## config.mk

```make
export PLATFORM = sky130hd
export DESIGN_NAME = warning_lamp_decoder
export DESIGN_NICKNAME = d
export VERILOG_FILES = /design/src/design/lamp_pkg.sv /design/src/design/warning_lamp_decoder.sv
export SDC_FILE = /design/constraint.sdc
export NUM_CORES = 1
export LEC_CHECK = 0
export BUFFER_PORTS_ARGS = -buffer_cell sky130_fd_sc_hd__buf_4
export CAP_MARGIN = 20
export CORE_ASPECT_RATIO = 1.25
export CORE_MARGIN = 2
export CORE_UTILIZATION = 61
export DETAILED_ROUTE_END_ITERATION = 8
export PLACE_DENSITY_LB_ADDON = 0.05
export REMOVE_ABC_BUFFERS = 1
export SYNTH_ARGS = -nofsm -noshare
export SYNTH_HDL_FRONTEND = slang
export SYNTH_SLANG_ARGS = --single-unit
```

## constraint.sdc

```tcl
create_clock -name clock -period 6.35 [get_ports clock]
set_input_delay 0.3175 -clock clock [delete_from_list [all_inputs] [get_ports clock]]
set_output_delay 0.3175 -clock clock [all_outputs]
set_load 0.03 [all_outputs]
```

## src/design/lamp_pkg.sv

```systemverilog
// shared constants, types and register map of the warning lamp decoder
package lamp_pkg;

    // =========================================================
    // timing
    localparam int CLOCK_HZ = 20000000;
    localparam int SELFTEST_MS = 3000;
    localparam int LOSS_MS = 2500;
    localparam int FLASH_HZ = 2;
    localparam int SELFTEST_CYCLES = (CLOCK_HZ / 1000) * SELFTEST_MS;
    localparam int LOSS_CYCLES = (CLOCK_HZ / 1000) * LOSS_MS;
    localparam int FLASH_HALF_CYCLES = CLOCK_HZ / (2 * FLASH_HZ);
    localparam int TIMER_W = 27;
    localparam int UNITS = 3;
    localparam int UNIT_VEHICLE = 0;
    localparam int UNIT_BATTERY = 1;
    localparam int UNIT_TELEMATICS = 2;

    // =========================================================
    // register map (byte addresses)
    localparam logic [3:0] CTRL_OFFSET = 4'h0;
    localparam logic [3:0] FLASH_OFFSET = 4'h4;
    localparam logic [3:0] STATUS_OFFSET = 4'h8;
    localparam int CTRL_LAMP_EN_BIT = 0;
    localparam int CTRL_PROMPT_EN_BIT = 1;
    localparam logic [1:0] CTRL_RESET = 2'h3;

    // =========================================================
    // encodings
    typedef enum logic [1:0] {
        POWER_OFF = 2'b00,
        IGNITION_ON_STATE = 2'b01,
        LOW_POWER_STATE_A = 2'b10,
        LOW_POWER_STATE_B = 2'b11
    } power_state_e;

    localparam logic [2:0] INSUL_OFF = 3'h0;
    localparam logic [2:0] INSUL_ON_MAX = 3'h3;
    localparam logic [2:0] INSUL_FLASH = 3'h4;
    localparam logic [1:0] CABLE_ON = 2'h2;

    typedef struct packed {
        logic battery_fault;
        logic drive_ready_lamp_state;
        logic overheat;
        logic vehicle_system_fault_lamp_state;
        logic battery_service_lamp_state;
    } vehicle_fields_s;

    typedef struct packed {
        logic [2:0] insulation_supervision_state;
        logic [1:0] charge_cable_lamp_state;
    } battery_fields_s;

    typedef struct packed {
        logic telematics_cellular_state;
        logic telematics_positioning_state;
        logic telematics_power_state;
    } telematics_fields_s;

    typedef struct packed {
        logic battery_fault;
        logic insulation;
        logic charge_cable;
        logic drive_ready;
        logic overheat;
        logic system_fault;
        logic telematics_fault_lamp;
        logic battery_service;
    } lamps_s;

endpackage

```

## src/design/warning_lamp_decoder.sv

```systemverilog
// warning lamp decoder: network status fields to dashboard lamps and prompt
`timescale 1ns/10ps
module warning_lamp_decoder
    import lamp_pkg::*;
#(
    parameter int SELFTEST_LEN = SELFTEST_CYCLES,
    parameter int LOSS_LEN = LOSS_CYCLES,
    parameter int FLASH_HALF = FLASH_HALF_CYCLES
) (
    input wire logic clock,
    input wire logic reset_n,
    input wire logic [1:0] power_state,
    input wire logic vehicle_controller_message,
    input wire vehicle_fields_s vehicle_fields,
    input wire logic battery_message,
    input wire battery_fields_s battery_fields,
    input wire logic telematics_message,
    input wire telematics_fields_s telematics_fields,
    input wire logic [3:0] address,
    input wire logic read,
    input wire logic write,
    input wire logic [31:0] writedata,
    output logic [31:0] readdata,
    output logic waitrequest,
    output lamps_s lamps,
    output logic prompt_request
);

    // =========================================================
    // register bus slave
    logic waitrequest_q;
    logic [31:0] readdata_q;
    logic [1:0] ctrl_q;
    logic [TIMER_W-1:0] flash_half_q;
    logic [31:0] status_word;
    lamps_s lamps_q;
    logic [UNITS-1:0] lost_q;
    logic selftest_q;
    logic prompt_q;

    // status: [7:0] lamps, [10:8] lost, [12:11] power state, [13] self-test
    assign status_word = {18'h0, selftest_q, power_state, lost_q, lamps_q};

    // one wait cycle, then a single-cycle answer with waitrequest low
    always_ff @(posedge clock or negedge reset_n) begin
        if (!reset_n) begin
            waitrequest_q <= 1'b1;
        end else if (waitrequest_q && (read || write)) begin
            waitrequest_q <= 1'b0;
        end else begin
            waitrequest_q <= 1'b1;
        end
    end

    always_ff @(posedge clock or negedge reset_n) begin
        if (!reset_n) begin
            readdata_q <= 32'h0;
        end else if (waitrequest_q && read) begin
            case (address)
                CTRL_OFFSET: readdata_q <= {30'h0, ctrl_q};
                FLASH_OFFSET: readdata_q <= {{(32-TIMER_W){1'b0}}, flash_half_q};
                STATUS_OFFSET: readdata_q <= status_word;
                default: readdata_q <= 32'h0;
            endcase
        end
    end

    // writes land on the edge where the master sees waitrequest low
    always_ff @(posedge clock or negedge reset_n) begin
        if (!reset_n) begin
            ctrl_q <= CTRL_RESET;
            flash_half_q <= TIMER_W'(FLASH_HALF);
        end else if (write && !waitrequest_q) begin
            if (address == CTRL_OFFSET) begin
                ctrl_q <= writedata[1:0];
            end
            // a zero half period would stall the flash; keep the old value
            if (address == FLASH_OFFSET && writedata[TIMER_W-1:0] != '0) begin
                flash_half_q <= writedata[TIMER_W-1:0];
            end
        end
    end

    assign readdata = readdata_q;
    assign waitrequest = waitrequest_q;

    // =========================================================
    // message loss supervision
    logic [TIMER_W-1:0] silence_q [UNITS];
    logic [UNITS-1:0] arrived;

    assign arrived = {telematics_message, battery_message, vehicle_controller_message};

    // a fresh message clears loss in the same edge; silence counts up to the limit
    always_ff @(posedge clock or negedge reset_n) begin
        if (!reset_n) begin
            for (int i = 0; i < UNITS; i++) begin
                silence_q[i] <= '0;
            end
            lost_q <= '0;
        end else begin
            for (int i = 0; i < UNITS; i++) begin
                if (arrived[i]) begin
                    silence_q[i] <= '0;
                    lost_q[i] <= 1'b0;
                end else if (silence_q[i] >= TIMER_W'(LOSS_LEN - 1)) begin
                    lost_q[i] <= 1'b1;
                end else begin
                    silence_q[i] <= silence_q[i] + 1'b1;
                end
            end
        end
    end

    // =========================================================
    // latest received fields
    // fields only change on their own message pulse, so a lost unit keeps its
    // last values; the loss defaults below override them where required
    vehicle_fields_s vehicle_q;
    battery_fields_s battery_q;
    telematics_fields_s telematics_q;

    always_ff @(posedge clock or negedge reset_n) begin
        if (!reset_n) begin
            vehicle_q <= '0;
            battery_q <= '0;
            telematics_q <= '0;
        end else begin
            if (vehicle_controller_message) begin
                vehicle_q <= vehicle_fields;
            end
            if (battery_message) begin
                battery_q <= battery_fields;
            end
            if (telematics_message) begin
                telematics_q <= telematics_fields;
            end
        end
    end

    // =========================================================
    // power state tracking and instrument self-test
    power_state_e state_now;
    logic [1:0] state_prev_q;
    logic ignition;
    logic entering_ignition;
    logic [TIMER_W-1:0] selftest_cnt_q;
    logic ready_field_live;

    assign state_now = power_state_e'(power_state);
    assign ignition = state_now == IGNITION_ON_STATE;
    // reset leaves the previous state low-power, so power-up straight into
    // ignition-on also runs the self-test
    assign entering_ignition = ignition &&
        (state_prev_q == LOW_POWER_STATE_A || state_prev_q == LOW_POWER_STATE_B);
    assign ready_field_live = vehicle_q.drive_ready_lamp_state && !lost_q[UNIT_VEHICLE];

    always_ff @(posedge clock or negedge reset_n) begin
        if (!reset_n) begin
            state_prev_q <= LOW_POWER_STATE_A;
        end else begin
            state_prev_q <= power_state;
        end
    end

    always_ff @(posedge clock or negedge reset_n) begin
        if (!reset_n) begin
            selftest_q <= 1'b0;
            selftest_cnt_q <= '0;
        end else if (entering_ignition) begin
            selftest_q <= 1'b1;
            selftest_cnt_q <= '0;
        end else if (selftest_q) begin
            if (!ignition || ready_field_live) begin
                selftest_q <= 1'b0;
            end else if (selftest_cnt_q >= TIMER_W'(SELFTEST_LEN - 1)) begin
                selftest_q <= 1'b0;
            end else begin
                selftest_cnt_q <= selftest_cnt_q + 1'b1;
            end
        end
    end

    // =========================================================
    // flash generator, 50 percent duty
    // free running: a lamp entering flash may start mid phase, which is harmless
    logic [TIMER_W-1:0] flash_cnt_q;
    logic flash_phase_q;

    always_ff @(posedge clock or negedge reset_n) begin
        if (!reset_n) begin
            flash_cnt_q <= '0;
            flash_phase_q <= 1'b1;
        end else if (flash_cnt_q >= flash_half_q - 1'b1) begin
            flash_cnt_q <= '0;
            flash_phase_q <= !flash_phase_q;
        end else begin
            flash_cnt_q <= flash_cnt_q + 1'b1;
        end
    end

    // =========================================================
    // lamp decode
    lamps_s lamps_d;
    logic insulation_decoded;
    logic vehicle_lost;

    assign vehicle_lost = lost_q[UNIT_VEHICLE];

    always_comb begin
        if (battery_q.insulation_supervision_state == INSUL_OFF) begin
            insulation_decoded = 1'b0;
        end else if (battery_q.insulation_supervision_state <= INSUL_ON_MAX) begin
            insulation_decoded = 1'b1;
        end else if (battery_q.insulation_supervision_state == INSUL_FLASH) begin
            insulation_decoded = flash_phase_q;
        end else begin
            insulation_decoded = 1'b0;
        end
    end

    // loss defaults take priority over stale fields; self-test only lights lamps
    // that have one, the rest follow their fields from the first cycle
    always_comb begin
        lamps_d = '0;
        if (ignition) begin
            lamps_d.battery_fault = vehicle_lost || vehicle_q.battery_fault;
            if (selftest_q) begin
                lamps_d.insulation = 1'b1;
            end else begin
                lamps_d.insulation = lost_q[UNIT_BATTERY] || insulation_decoded;
            end
            if (vehicle_lost) begin
                lamps_d.drive_ready = 1'b0;
            end else begin
                lamps_d.drive_ready = selftest_q || vehicle_q.drive_ready_lamp_state;
            end
            lamps_d.overheat = vehicle_lost || vehicle_q.overheat;
            lamps_d.system_fault = vehicle_lost ||
                vehicle_q.vehicle_system_fault_lamp_state;
            if (selftest_q) begin
                lamps_d.telematics_fault_lamp = 1'b1;
            end else begin
                lamps_d.telematics_fault_lamp = lost_q[UNIT_TELEMATICS] ||
                    telematics_q.telematics_cellular_state ||
                    telematics_q.telematics_positioning_state ||
                    telematics_q.telematics_power_state;
            end
            lamps_d.battery_service = !vehicle_lost &&
                vehicle_q.battery_service_lamp_state;
        end
        // the cable lamp also works in both low-power states; only code 10 lights it, 00, 01 and 11 stay dark
        if (state_now != POWER_OFF) begin
            lamps_d.charge_cable = battery_q.charge_cable_lamp_state == CABLE_ON;
        end
        // all other lamps stay at zero outside ignition-on
        // software lamp enable darkens every lamp, loss defaults included
        if (!ctrl_q[CTRL_LAMP_EN_BIT]) begin
            lamps_d = '0;
        end
    end

    always_ff @(posedge clock or negedge reset_n) begin
        if (!reset_n) begin
            lamps_q <= '0;
        end else begin
            lamps_q <= lamps_d;
        end
    end

    assign lamps = lamps_q;

    // =========================================================
    // audible prompt on first ready after reset and after each entry into ignition-on from a low-power state
    // the done flag survives low-power states, so only a fresh entry re-arms it
    logic prompt_done_q;
    logic ready_now;

    // the self-test lighting of the ready lamp does not count as ready
    assign ready_now = ignition && ready_field_live;

    always_ff @(posedge clock or negedge reset_n) begin
        if (!reset_n) begin
            prompt_done_q <= 1'b0;
            prompt_q <= 1'b0;
        end else begin
            prompt_q <= 1'b0;
            if (entering_ignition) begin
                prompt_done_q <= 1'b0;
            end else if (ready_now && !prompt_done_q) begin
                prompt_done_q <= 1'b1;
                prompt_q <= ctrl_q[CTRL_PROMPT_EN_BIT];
            end
        end
    end

    assign prompt_request = prompt_q;

endmodule

```

==> reports/metrics.yaml <==
route:
  drtIter0Drc: 512
  wl_um: 25780
  ant_nets: 0
  routed_via_density: 5.947
  wire_per_inst_um: 17.01
  firstDrtPassIters: 7
  vias: 9016
  drt_drc_violations_left: 0
global_route:
  grt_pass1_wl_um: 42520
  grt_max_degree: 76
  antenna_found_initial: 0
  grt_usage_pct: 25.96
  grt_pass1_vias: 8670
  gr-total-overflow: 0
synthesis:
  synthCells: 1188
  synth_xor_area_share_pct: 9.765
  yosys_register_bits: 221
  synth_top_family_by_area: "simple AND/OR/NAND/NOR gates"
  muxShareOfSynthArea_pct: 5.029
  avgSynthCellArea_um2: 9.739
  synth-edff-count: 0
  ys_types: 57
  synth_fa_ha_area_share_pct: 3.569
  yosys.area_share.simple_pct: 25.38
  synth_compound_area_share_pct: 5.915
  async_reset_ff_share_pct: 100.0
  synth_warnings: 0
  ys.flop_type: "dfrtp_1"
  syn-cell-area_um2: 11570
  synth-seq-area-share_pct: 47.94
die:
  die-area_um2: 20090
  core_area_um2: 18710
  io_pins: 100
  die_h_um: 158.0
  initial_core_util_pct: 61.84
  die_x_um: 127.2
  row_count: 56
finish:
  final_cell_mix: "dfrtp_1 (208), nor2_1 (173), nand2_1 (100), buf_4 (96), xor2_1 (82)"
  fillCellCount: 1480
  diodes: 0
  final_nets: 1359
  drive_gt1_share_pct: 16.67
  design_area_um2: 13210
  layout_commonest_cell: "dfrtp_1"
  fin_cells: 1516
  syn2layout_area_growth_pct: 14.20
min_path:
  hp-class: "input pin to flip-flop"
setup_path:
  start_kind: "flip-flop"
  required_ns: 6.70
  arrival_ns: 4.78
  cp_max_fo: 28
  setup.worst_path.class: "flip-flop to flip-flop"
  end_kind: "flip-flop"
sta:
  fin_crit_sh_pct: 69.80
  tightest_slew_ns: 1.086
  final_max_slew_viol_count: 0
  setup_violations: 0
  rsz0062_at_grt: "no"
  setup_tns_ns: 0
  final_hold_viol_count: 0
  fmax_mhz: 225.6
  slew_headroom_pct: 27.31
  finalClockSkew_ns: 0.01208
  min_period_ns: 4.432
job:
  cap_violations: 0
power:
  ir_drop_v: 0.0002211
  cellLeakagePower_nw: 5.900
  power_density_nw_per_um2: 262.4
placed_design:
  place.gp.congestion: 0.9034
  postPlaceCellArea_um2: 12420
  placed_cells: 1472
  io_buffers: 89
  hpwl_um: 17830
cts:
  clockBufferDepth: 3
  cts.root.buffer_cell: "clkbuf_16"
  cts.sinks: 221
  cts.reportedPaths.clkPinSlew_ns: 0.06
  h-tree-depth: 1
  cts_tree: "yes"
  insertion_delay_ns: 0.50
  cts_buffers: 23
run_status:
  status: "finished clean"
## state kept, by name, indices dropped and copies added (netlist names), 2 cells and up
signal	flops
lost_q	3
flash_half_q	27
battery_q	5
telematics_q	3
ctrl_q	2
lamps	8
vehicle_q	5
silence_q	81
selftest_cnt_q	27
readdata	27
flash_cnt_q	27
## final cells by class
| class | instances | area, µm² | area share [%] |
|---|---|---|---|
| clock buffers | 33 | 663.1 | 5.019 |
| clock inverters | 8 | 101.3 | 0.7670 |
| well taps | 232 | 290.3 | 2.197 |
| inverters | 17 | 63.81 | 0.4830 |
| repair buffers | 100 | 765.7 | 5.795 |
| flip-flops and latches | 221 | 5547 | 41.98 |
| multi-input cells | 905 | 5782 | 43.76 |
## report_power, final
part	leakage [nW]	switching (mW)	internal [mW]
sequential	2.96	0.113	1.51
combinational	2.57	0.264	0.225
clock	0.366	0.551	0.808
total	5.90	0.928	2.54
## timing repair
action	CTS	global route
buffers inserted	0	0
resized for setup	0	0
hold endpoints to repair	64	0
hold buffers	3	0
## critical path, cell delays in order (launching register included)
cell,delay (ns)
dfrtp_1,0.43
or4_4,0.60
nor4b_4,0.25
or3b_4,0.44
or4_4,0.50
nor4_4,0.25
xnor2_1,0.11
ha_1,0.29
and4_1,0.21
nand4_1,0.13
nor3_1,0.19
a211o_1,0.74
nor2_1,0.13
## stage by stage
step | power, mW | setup WS (ns) | hold slack, ns | util [%]
2_1_floorplan | 1.942 | 2.383 | 0.02191 | -
3_5_place_dp | 2.131 | 1.878 | 0.3228 | 66.38
5_1_grt | 3.631 | 1.571 | 0.01032 | 70.63
3_3_place_gp | 2.111 | 2.004 | 0.3176 | 66.38
6_report | 3.467 | 1.918 | 0.01729 | 70.63
4_1_cts | 3.498 | 1.867 | 0.004939 | 70.63
## kinds of logic after synthesis
kind of cell | Yosys count
AO/OA/AOI/OAI | 113
multiplexers | 52
buffers and inverters | 66
XOR/XNOR | 129
adder cells (fa/ha/maj) | 33
other | 1
flip-flops | 221
AND/OR/NAND/NOR | 573
## cells in the mapped netlist (all sizes together), types with 12 or more instances
| cell type | instances | area, µm² |
|---|---|---|
| dfrtp | 208 | 5205 |
| nor2 | 173 | 649.4 |
| nand2 | 100 | 375.4 |
| xor2 | 82 | 718.2 |
| nand3 | 64 | 320.3 |
| nand4 | 58 | 362.9 |
| mux2 | 49 | 551.8 |
| xnor2 | 47 | 411.6 |
| clkbuf | 41 | 153.9 |
| o21ai | 41 | 205.2 |
| and3 | 34 | 212.7 |
| ha | 33 | 412.9 |
| nor3 | 30 | 160.2 |
| a21oi | 29 | 145.1 |
| nor4 | 23 | 173.9 |
| nor2b | 18 | 112.6 |
| inv | 17 | 63.81 |
| dfstp | 13 | 341.6 |
| a22oi | 12 | 90.09 |
| and4 | 12 | 105.1 |
| or3 | 12 | 75.07 |
## routing by layer
metal,GRT usage (%),part of all wire [%],vias to the layer above
li1,-,-,4333
met3,4.427,5.7,40
met1,35.55,44,4420
met2,43.47,48,223
met5,0,0,-
met4,6.541,1.9,0
## path summary, 6_finish.rpt
kind | from | end | slack, ns | depth (start not counted)
worst min register to register | battery_q[0]$_DFFE_PN0P_ | lamps[5]$_DFF_PN0_ | 0.43 | 1
max in group asynchronous | reset_n | silence_q[4]$_DFFE_PN0P_ | 4.58 | 3
worst max register to register | flash_half_q[4]$_DFFE_PN0P_ | flash_cnt_q[4]$_DFF_PN0_ | 1.92 | 12
worst max-delay path | flash_half_q[4]$_DFFE_PN0P_ | flash_cnt_q[4]$_DFF_PN0_ | 1.92 | 12
worst min-delay path | write | waitrequest$_DFF_PN1_ | 0.02 | 2
min in group asynchronous | reset_n | readdata[20]$_DFFE_PN0P_ | 0.36 | 2
Note: power is estimated with default switching activity, not from simulation.
